### config.mk
export PLATFORM = sky130hd
export DESIGN_NAME = otg_status_block
export DESIGN_NICKNAME = d
export VERILOG_FILES = /design/src/rtl/otg_status_pkg.sv /design/src/rtl/pin_sync.sv /design/src/rtl/otg_status_block.sv
export SDC_FILE = /design/constraint.sdc
export NUM_CORES = 1
export LEC_CHECK = 0
export BUFFER_PORTS_ARGS = -buffer_cell sky130_fd_sc_hd__clkbuf_2
export CAP_MARGIN = 20
export CORE_UTILIZATION = 55
export CTS_CLUSTER_DIAMETER = 150
export CTS_CLUSTER_SIZE = 20
export DETAILED_ROUTE_END_ITERATION = 10
export PLACE_DENSITY = 0.9
export SLEW_MARGIN = 10
export SYNTH_ARGS = -nofsm -noshare
export SYNTH_HDL_FRONTEND = slang
export SYNTH_SLANG_ARGS = --single-unit
### constraint.sdc
create_clock -name ref_clk -period 2.46 [get_ports ref_clk]
set_input_delay 0.123 -clock ref_clk [delete_from_list [all_inputs] [get_ports ref_clk]]
set_output_delay 0.123 -clock ref_clk [all_outputs]
set_load 0.02 [all_outputs]
### src/rtl/otg_status_pkg.sv
// package: register map, field positions, reset values and timing for the otg status block
package otg_status_pkg;
    // register byte addresses on the plain register port
    localparam logic [7:0] OTG_STATUS_ADDR = 8'h00;
    localparam logic [7:0] DEVICE_OPTIONS_ADDR = 8'h04;
    localparam logic [7:0] IRQ_STATUS_ADDR = 8'h08;
    localparam logic [7:0] IRQ_MASK_ADDR = 8'h0c;
    localparam logic [7:0] LINE_CONTROL_ADDR = 8'h10;

    // status register field positions
    localparam int CABLE_TYPE_BIT = 7;
    localparam int LINE_STABLE_BIT = 5;
    localparam int SESSION_VALID_BIT = 3;
    localparam int B_SESSION_END_BIT = 2;
    localparam int A_VBUS_VALID_BIT = 0;
    localparam logic [31:0] OTG_STATUS_IMPL_MASK = 32'h0000_00ad;

    // device options field positions
    localparam int VBUS_OWNER_BIT = 15;
    localparam int CABLE_OWNER_BIT = 14;
    localparam int USER_CODE_LSB = 16;
    localparam int USER_CODE_MSB = 31;
    localparam logic [31:0] DEVICE_OPTIONS_RESET = 32'h0000_0000;
    localparam logic [31:0] DEVICE_OPTIONS_WMASK = 32'hffff_c000;
    localparam logic [31:0] DEVICE_OPTIONS_RSVD = 32'h0000_3fff;

    // line control field positions (usb control fragment)
    localparam int SE0_BIT = 6;
    localparam int J_LINE_BIT = 7;

    // reset values
    localparam logic [31:0] STATUS_RESET = 32'h0000_0000;
    localparam logic [7:0] IRQ_RESET = 8'h00;

    // line stability window
    localparam int CLOCK_HZ = 25_000_000;
    localparam int STABLE_TIME_US = 1000;
    localparam int STABLE_CYCLES = (CLOCK_HZ / 1_000_000) * STABLE_TIME_US;
endpackage

### src/rtl/pin_sync.sv
// module: two-flop synchroniser for a bundle of pin inputs
`timescale 1ns/100ps
module pin_sync #(
    parameter int WIDTH = 4
) (
    input wire logic ref_clk,              // block clock
    input wire logic reset,                // synchronous, active high
    input wire logic [WIDTH-1:0] pinIn,    // asynchronous pins
    output logic [WIDTH-1:0] pinSync       // synchronised levels
);
    logic [WIDTH-1:0] stage1_reg; // first stage, read only by second

    initial begin
        if (WIDTH < 1) begin
            $error("pin_sync width must be at least one");
        end
    end

    // two flip-flops per pin
    always_ff @(posedge ref_clk) begin
        if (reset) begin
            stage1_reg <= '0;
            pinSync <= '0;
        end else begin
            stage1_reg <= pinIn;
            pinSync <= stage1_reg;
        end
    end
endmodule

### src/rtl/otg_status_block.sv
// module: otg status register, device option pin ownership and status interrupts
//
// What this block does
// - bit 7 high unless type a cable
// - bit 5 high when line held 1 ms
// - bit 3 shows session valid comparator
// - bit 2 shows b session end comparator
// - bit 0 shows a vbus valid comparator
// - unimplemented status bits read zero
// - option bit 15 gives usb vbus switch
// - option bit 14 gives usb cable pin
// - option bits 31-16 hold user code
//
// The register addresses and the plain strobed port were left to the implementer.
`timescale 1ns/100ps
module otg_status_block
    import otg_status_pkg::*;
#(
    parameter int STABLE_COUNT = STABLE_CYCLES
) (
    input wire logic ref_clk,                 // 25 mhz block clock
    input wire logic reset,                   // synchronous, active high
    input wire logic [7:0] regAddr,           // register byte address
    input wire logic [31:0] regWdata,         // write data
    input wire logic regWrite,                // write strobe
    input wire logic regRead,                 // read strobe
    output logic [31:0] regRdata,             // read data, cycle after strobe
    input wire logic cableSenseIn,            // cable sense pin level
    output logic cableSenseOut,               // cable sense pin drive value
    output logic cableSenseOe,                // cable sense pin drive enable
    input wire logic sessionValidIn,          // session valid comparator
    input wire logic bSessionEndIn,           // b session end comparator
    input wire logic aVbusValidIn,            // a vbus valid comparator
    input wire logic usbVbusOn,               // usb module vbus switch request
    input wire logic usbCableOut,             // usb module cable pin value
    input wire logic usbCableOe,              // usb module cable pin enable
    input wire logic portVbusOut,             // port logic vbus switch value
    input wire logic portVbusOe,              // port logic vbus switch enable
    input wire logic portCableOut,            // port logic cable pin value
    input wire logic portCableOe,             // port logic cable pin enable
    output logic portCableIn,                 // cable pin level back to port logic
    output logic vbusSwitchPin,               // vbus switch pin value
    output logic vbusSwitchOe,                // vbus switch pin enable
    output logic irq                          // level interrupt
);
    // counter width: must hold STABLE_COUNT itself
    localparam int CNT_W = $clog2(STABLE_COUNT + 1);

    // usage notes for whoever drives this block
    // - status bits 7, 3, 2 and 0 trail their pins by two clocks
    // - the two synchroniser flops read zero for two clocks after reset
    // - so the first live pin levels may raise change events
    // - the line stable bit needs STABLE_COUNT quiet clocks
    // - a line write that repeats the old value does not restart it
    // - the line counter restarts one clock after the write lands
    // - the status address is read only; writes there are dropped
    // - option bits 13 to 0 read back as ones and take no writes
    // - option bits 15 and 14 hand the two pins to the usb module
    // - with both option bits low the port logic owns both pins
    // - the usb module always drives the vbus switch it owns
    // - event flags set on both edges of every implemented status bit
    // - an event and a clear in one clock leave the flag set
    // - the interrupt is a level, high while a masked-in flag is set
    // - read data stand for one clock and are zero otherwise
    // - unmapped addresses read zero and ignore writes
    // - a pin owned by the usb module ignores port requests
    // - the port logic sees zero on the cable pin it does not own

    // elaboration checks on the parameter
    initial begin
        if (STABLE_COUNT < 1) begin
            $error("stable count must be at least one");
        end
        if (CNT_W > 31) begin
            $error("stable count too large for the window counter");
        end
    end

    // one register strobe aimed at one address
    function automatic logic strobe_hit(
        input logic strobe,          // write or read strobe
        input logic [7:0] addr,      // address on the port
        input logic [7:0] target     // register address
    );
        return strobe && (addr == target);
    endfunction

    // read value of the line control register
    function automatic logic [31:0] line_word(
        input logic [1:0] bits       // j condition and se0
    );
        logic [31:0] word;           // assembled word
        word = 32'h0000_0000;
        word[J_LINE_BIT] = bits[1];
        word[SE0_BIT] = bits[0];
        return word;
    endfunction

    // zero extend an 8-bit interrupt register
    function automatic logic [31:0] irq_word(
        input logic [7:0] bits       // status or mask bits
    );
        return {24'h000000, bits};
    endfunction

    logic [3:0] syncPins;                     // synchronised pin levels
    logic cableType;                          // 1: none or type b
    logic sessionValid;                       // synchronised session valid
    logic bSessionEnd;                        // synchronised b session end
    logic aVbusValid;                         // synchronised a vbus valid
    logic [31:0] options_reg;                 // device options word
    logic [1:0] lineCtrl_reg;                 // se0 and j condition bits
    logic [1:0] lineLast_reg;                 // previous line state
    logic [CNT_W-1:0] stableCnt_reg;          // cycles line unchanged
    logic lineStable;                         // stable for full window
    logic [31:0] status;                      // assembled status word
    logic [7:0] statusLast_reg;               // status for edge detect
    logic [7:0] irqStatus_reg;                // sticky change flags
    logic [7:0] irqMask_reg;                  // interrupt enables
    logic [7:0] irqEvents;                    // change events this cycle
    logic [7:0] irqClear;                     // write one to clear
    logic vbusOwner;                          // usb owns vbus switch
    logic cableOwner;                         // usb owns cable pin

    // write strobes, one per writable register
    logic optionsWr;                          // options word write
    logic lineWr;                             // line control write
    logic irqStatusWr;                        // interrupt status write
    logic irqMaskWr;                          // interrupt mask write

    // write decode shared by the register processes
    assign optionsWr = strobe_hit(regWrite, regAddr, DEVICE_OPTIONS_ADDR);
    assign lineWr = strobe_hit(regWrite, regAddr, LINE_CONTROL_ADDR);
    assign irqStatusWr = strobe_hit(regWrite, regAddr, IRQ_STATUS_ADDR);
    assign irqMaskWr = strobe_hit(regWrite, regAddr, IRQ_MASK_ADDR);

    // comparators and cable pin cross into ref_clk
    pin_sync #(
        .WIDTH(4)
    ) u_pin_sync (
        .ref_clk(ref_clk),
        .reset(reset),
        .pinIn({cableSenseIn, sessionValidIn, bSessionEndIn, aVbusValidIn}),
        .pinSync(syncPins)
    );

    assign cableType = syncPins[3];
    assign sessionValid = syncPins[2];
    assign bSessionEnd = syncPins[1];
    assign aVbusValid = syncPins[0];

    // device options word, writable fields only
    always_ff @(posedge ref_clk) begin
        if (reset) begin
            options_reg <= DEVICE_OPTIONS_RESET;
        end else if (optionsWr) begin
            // reserved bits never stored, they read as ones
            options_reg <= regWdata & DEVICE_OPTIONS_WMASK;
        end
    end

    // line state bits written by software
    always_ff @(posedge ref_clk) begin
        if (reset) begin
            lineCtrl_reg <= 2'h0;
        end else if (lineWr) begin
            // only j condition and se0 are kept
            lineCtrl_reg <= {regWdata[J_LINE_BIT], regWdata[SE0_BIT]};
        end
    end

    // count cycles the line state has held
    always_ff @(posedge ref_clk) begin
        if (reset) begin
            lineLast_reg <= 2'h0;
            stableCnt_reg <= '0;
        end else begin
            lineLast_reg <= lineCtrl_reg;
            if (lineCtrl_reg != lineLast_reg) begin
                // either line bit moved: window starts again
                stableCnt_reg <= '0;
            end else if (stableCnt_reg != CNT_W'(STABLE_COUNT)) begin
                // saturate so a long quiet line stays stable
                stableCnt_reg <= stableCnt_reg + 1'b1;
            end
        end
    end

    assign lineStable = (stableCnt_reg == CNT_W'(STABLE_COUNT));

    // status word, unimplemented bits forced low
    always_comb begin
        status = STATUS_RESET;
        status[CABLE_TYPE_BIT] = cableType;
        status[LINE_STABLE_BIT] = lineStable;
        status[SESSION_VALID_BIT] = sessionValid;
        status[B_SESSION_END_BIT] = bSessionEnd;
        status[A_VBUS_VALID_BIT] = aVbusValid;
        status = status & OTG_STATUS_IMPL_MASK;
    end

    // change of any status bit is an event
    always_ff @(posedge ref_clk) begin
        if (reset) begin
            statusLast_reg <= IRQ_RESET;
        end else begin
            statusLast_reg <= status[7:0];
        end
    end

    // events: any implemented status bit that moved
    always_comb begin
        irqEvents = status[7:0] ^ statusLast_reg;
        irqEvents = irqEvents & OTG_STATUS_IMPL_MASK[7:0];
    end

    // write one to clear, only on the status address
    always_comb begin
        if (irqStatusWr) begin
            irqClear = regWdata[7:0];         // ones clear flags
        end else begin
            irqClear = 8'h00;                 // nothing cleared
        end
    end

    // sticky flags, set wins over clear
    always_ff @(posedge ref_clk) begin
        if (reset) begin
            irqStatus_reg <= IRQ_RESET;
        end else begin
            irqStatus_reg <= (irqStatus_reg & ~irqClear) | irqEvents;
        end
    end

    // interrupt mask
    always_ff @(posedge ref_clk) begin
        if (reset) begin
            irqMask_reg <= IRQ_RESET;
        end else if (irqMaskWr) begin
            // unimplemented positions cannot be enabled
            irqMask_reg <= regWdata[7:0] & OTG_STATUS_IMPL_MASK[7:0];
        end
    end

    // level interrupt from registered flags
    assign irq = |(irqStatus_reg & irqMask_reg);

    // read mux, one clock of data after the strobe, zero otherwise
    always_ff @(posedge ref_clk) begin
        if (reset) begin
            regRdata <= 32'h0000_0000;                // quiet port in reset
        end else if (regRead) begin
            unique case (regAddr)
                OTG_STATUS_ADDR: begin
                    regRdata <= status;
                end
                DEVICE_OPTIONS_ADDR: begin
                    regRdata <= options_reg | DEVICE_OPTIONS_RSVD;
                end
                IRQ_STATUS_ADDR: begin
                    regRdata <= irq_word(irqStatus_reg); // sticky flags
                end
                IRQ_MASK_ADDR: begin
                    regRdata <= irq_word(irqMask_reg);   // enables
                end
                LINE_CONTROL_ADDR: begin
                    regRdata <= line_word(lineCtrl_reg); // line stand-in
                end
                default: begin
                    regRdata <= 32'h0000_0000;           // unmapped reads zero
                end
            endcase
        end else begin
            regRdata <= 32'h0000_0000;                   // data stand one clock
        end
    end

    // pin ownership from option bits
    assign vbusOwner = options_reg[VBUS_OWNER_BIT];
    assign cableOwner = options_reg[CABLE_OWNER_BIT];

    // vbus switch pin: usb module or port logic
    always_comb begin
        if (vbusOwner) begin
            vbusSwitchPin = usbVbusOn;
            vbusSwitchOe = 1'b1;              // usb always drives its switch
        end else begin
            vbusSwitchPin = portVbusOut;
            vbusSwitchOe = portVbusOe;        // port decides direction
        end
    end

    // cable pin drive: usb module or port logic
    always_comb begin
        if (cableOwner) begin
            cableSenseOut = usbCableOut;
            cableSenseOe = usbCableOe;        // usb may leave it as input
        end else begin
            cableSenseOut = portCableOut;
            cableSenseOe = portCableOe;       // port decides direction
        end
    end

    // cable pin level back to the port logic only while it owns the pin
    always_comb begin
        if (cableOwner) begin
            portCableIn = 1'b0;
        end else begin
            portCableIn = cableType;          // synchronised level
        end
    end
endmodule

# ---- Word-level counts from Yosys, hierarchy flattened
# Index checks and enable logic that the tools add are counted.
dict set report word_totals {
  regBits 98
  latch_bits 0
  ram_bits 0
  rom_bits 0
  in_bits 55
  out_inout_bits 38
  wordCells 40
  n_memories 0
}
dict set report op_classes {
  n_addsub 1
  multipliers 0
  div 0
  magnitude_cmp 0
  n_eq_ne 7
  n_shift 0
  n_mux 7
  bitwise 6
  n_reduce_logical 8
}
# op n
set ops {}
lappend ops {{one-hot mux 32 bit (5 select lines)} 1}
lappend ops {{bitwise AND 8 bit} 2}
lappend ops {{== test 8 x 4 -> 1 bit (second input constant)} 2}
lappend ops {{adder 15 x 1 -> 15 bit (second input constant)} 1}
lappend ops {{== test 15 bit (second input constant)} 1}
lappend ops {{!= test 15 bit (second input constant)} 1}
lappend ops {{== test 8 x 3 -> 1 bit (second input constant)} 1}
lappend ops {{== test 8 x 5 -> 1 bit (second input constant)} 1}
lappend ops {{logical NOT 8 bit} 1}
lappend ops {{two-way mux 8 bit} 1}
lappend ops {{inverter 8 bit} 1}
lappend ops {{bitwise OR 8 bit} 1}
lappend ops {{OR reduction 8 bit} 1}
lappend ops {{bitwise XOR 8 bit} 1}
lappend ops {{two-way mux 1 bit} 5}
lappend ops {{logical AND 1 bit} 4}
lappend ops {{OR reduction 2 bit} 2}
lappend ops {{!= test 2 bit} 1}
lappend ops {{inverter 1 bit} 1}

# ---- Logic depth before layout (Yosys ltp)
dict set report depth {
  word_depth 6
  ltp_mapped 6
  ltp_nobuf 6
}

# ---- Modules after synthesis
# Synthesis repeated with hierarchy kept, for this count alone.
dict set report hier_totals {
  hier_cells 333
  area_unflattened_um2 3374.5
}
# mod instances cells_per_inst area_per_inst_um2 seq_area_each_um2
set by_module_without_submodules {}
lappend by_module_without_submodules {otg_status_block 1 317 3164.3 1641.6}
lappend by_module_without_submodules {pin_sync 1 16 210.2 160.2}

# ---- Least setup slack after synthesis
# OpenSTA, ideal clock, no wires.
dict set report synth_timing {
  path_kind {reg-to-reg}
  startpoint {reg stableCnt_reg[0]}
  endpoint {reg stableCnt_reg[1]}
  setup_ps 120
  arrival_ps 1252
  t_required_ps 2340
  path_slack_ps 1088
  path_stages_with_launch 7
  path_buffers 0
  period_less_slack_ps 1372
  cell_sequence {dfxtp_1 -> inv_1 -> ha_1 -> and3b_1 -> nand4_1 -> mux2i_1 -> nor2_1}
}
dict set report synth_via {
  elab_chain_cells 1
  word_cells_on_any_way 2
}
# item line
set synth_lines {}
lappend synth_lines {{start: declaration} otg_status_block.sv:114} ;# logic [CNT_W-1:0] stableCnt_reg;
lappend synth_lines {{start signal: assignment} otg_status_block.sv:184} ;# stableCnt_reg <= stableCnt_reg + 1'b1;
lappend synth_lines {{adder 15 x 1 -> 15 bit / != test 15 bit (equally long branches)} {otg_status_block.sv:184, otg_status_block.sv:182}}
# Several ways; a longest one is shown, not always the timed one.
# A chain may end at the register's enable or synchronous reset.

# ---- Worst setup path after layout
dict set report layout_timing {
  startpoint {reg stableCnt_reg[3]}
  endpoint {reg regRdata[5]}
}
dict set report layout_via {
  elab_chain_cells 2
}
# item line
set layout_lines {}
lappend layout_lines {{== test 15 bit} otg_status_block.sv:189} ;# assign lineStable = (stableCnt_reg == CNT_W'(STABLE_COUNT));
lappend layout_lines {{one-hot mux 32 bit (5 select lines)} otg_status_block.sv:253} ;# unique case (regAddr)
lappend layout_lines {{end signal: assignment} otg_status_block.sv:255} ;# regRdata <= status;
lappend layout_lines {{end signal: assignment} otg_status_block.sv:258} ;# regRdata <= options_reg | DEVICE_OPTIONS_RSVD;
lappend layout_lines {{end signal: assignment} otg_status_block.sv:261} ;# regRdata <= irq_word(irqStatus_reg);
lappend layout_lines {{end: declaration} otg_status_block.sv:27} ;# output logic [31:0] regRdata,
# No other way between the ends.

==> run summary <==
CTS H-Tree Depth -> 3
Die area -> 6470 µm²
Drt drc -> 0
Number of flops mapped to enable cells by yosys -> 0
Worst Hold Slack -> 0.00918 ns
Clk buf depth -> 2
CTS Root Cell -> clkbuf_8
Worst vdd ir -> 480 µV
Worst Setup Start Kind -> register
Clk_skew -> 0.00779 ns
Fin worst setup slack -> 0.857 ns
FMAX -> 624 MHz
Met2 routed WL -> 3.38 mm
Pwr Density -> 652 nW/µm²
CTS Buf Count -> 9
Final net count -> 479
Area Overhead vs Synth -> 21.5%
Post-synth top area share -> 53.3%
IO Count -> 93
CP required -> 2.71 ns
Crit Path Max Fanout -> 6
Synth area leader -> dfxtp_1
Met3 routed WL -> 293 µm
Main synth FF type -> dfxtp_1
Antenna Nets Post-Route -> 0
Yosys cell types -> 42
Setup_tns -> 0 ns
Arrival time at the worst endpoint -> 1.85 ns
Synthesized area -> 3380 µm²
Post-Syn Instances -> 332
Syn avg cell area -> 10.2 µm²
# setup viols final -> 0
Vias in the first global route -> 2533
Clk pin slew, worst setup/hold paths -> 0.08 ns
Setup Crit Path Kind -> reg2reg
Flops & latches, synth -> 90
Antenna fix cells -> 0
First-pass GRT wire length -> 11.3 mm
Pwr Total -> 2680 µW
Setup Buffers After CTS -> 0
Clock tree from TritonCTS -> yes
Post-route minimum period -> 1.60 ns
Fraction of layout cells with a size suffix above 1 -> 25.4%
Via count -> 2603
Leakage Power -> 0.00194 µW
Area contributors post-synth -> dfxtp_1 53%, mux2i_1 9.2%, nor2_1 4.7%
Sequential area share after synthesis -> 53.3%
DRT Pass-1 Iters -> 4
Final Cycle Share -> 65.2%
Drt total wl -> 6.91 mm
Pre-CTS WS -> 0.683 ns
Largest net degree at the start of global routing -> 51
Initial core utilization -> 57.1%
Clock sink count -> 90
Highest metal used -> met4
Clock Latency Late Sink -> 0.35 ns
Most frequent cell after synthesis -> dfxtp_1
GRT overflow -> 0
Avg WL per Cell -> 13.8 µm
GP Congestion -> 0.809
Row count -> 28
Max Cap Violations -> 0
Initial antenna violation count -> 0
Worst slew pin tran -> 0.601 ns
Via density -> 5.20
Hold Path Class -> in2reg
Die Wd -> 80.4 µm
Rel. slew slack -> 59.9%
YS warnings -> 0
Max reg flops -> 27
Gr usage total -> 23.1%
I/O Buffers -> 86
Detailed Place HPWL -> 4.75 mm
Commonest cells post-synth -> 90 x dfxtp_1, 42 x nor2_1, 31 x mux2i_1
Status -> finished clean
Final slew viol count -> 0
Synth async-reset ratio -> 0%
Final Hold Vio Count -> 0
RSZ-0062 raised after global routing -> false
Core ar. -> 5920 µm²
CP endpoint kind -> register
Syn_nets -> 389
Filler Cells Inserted -> 466
Metal-1 WL -> 3.11 mm
Die Height -> 80.4 µm
Starting DRC count in detailed routing -> 100
## cells by family after synthesis
logic type | count (synthesis) | synth area share [%]
AND/OR/NAND/NOR | 134 | 21.9
flip-flops | 90 | 53.3
multiplexers | 34 | 10.2
AO/OA/AOI/OAI | 26 | 4.77
buffers and inverters | 26 | 3.92
XOR/XNOR | 20 | 5.18
adder cells (fa/ha/maj) | 2 | 0.740
## per-stage QoR
stage                     util, %  cells  cell area, µm²
after detailed placement     64.5    477            3820
final                        69.4    501            4110
after floorplan                 -    332            3380
after global placement       64.5    477            3820
after CTS                    69.4    501            4110
after global routing         69.4    501            4110
## power breakdown
part	leakage (µW)	switching, µW	internal, µW
clock	0.000100	472	567
combinational	0.00111	78.2	73.8
sequential	0.000728	15.8	1470
total	0.00194	566	2110
## worst paths after layout
kind	start	endpoint	slack, ns	cells after the start
hold / removal	regWdata[23]	options_reg[23]	0.009	3
setup reg to reg	stableCnt_reg[3]	regRdata[5]	0.86	3
hold reg to reg	u_pin_sync.stage1_reg[3]	u_pin_sync.pinSync[3]	0.44	1
setup / recovery	stableCnt_reg[3]	regRdata[5]	0.86	3
## worst max-delay path, stage by stage, from the launching register on
cell and delay (ns):
dfxtp_1 0.45, nor4b_1 0.29, nand4_1 0.36, a221oi_1 0.40
## routing by layer
| metal | GRT usage, % | vias up |
|---|---|---|
| met3 | 4.77 | 15 |
| met4 | 10.9 | 0 |
| met5 | 0 | - |
| li1 | - | 1296 |
| met1 | 28.6 | 1212 |
| met2 | 38.1 | 80 |
## cells in the final DEF, fill, tap and decap left out, drive strengths merged, types with 4 or more instances in the layout
cell,count
dfxtp,90
dlygate4sd3,9
nand2,6
o21ai,4
xor2,11
xnor2,9
mux2i,31
a21oi,11
nor2b,16
nand4,9
a211oi,4
clkbuf,98
and2,19
nand2b,7
nor2,43
nand3,8
inv,8
nor3,9
## layout make-up
cell class	instances	area (µm²)	area share, %
well taps	75	93.8	2.28
repair buffers	97	536	13.0
clock inverters	3	65.1	1.58
flip-flops and latches	90	1800	43.8
multi-input cells	216	1450	35.2
clock buffers	12	135	3.29
inverters	8	30.0	0.731
## what timing repair did
item,CTS,global route
resized for setup,0,0
hold buffers,9,0
endpoints found under the hold margin,9,0
Note: power is estimated with default switching activity, not from simulation.
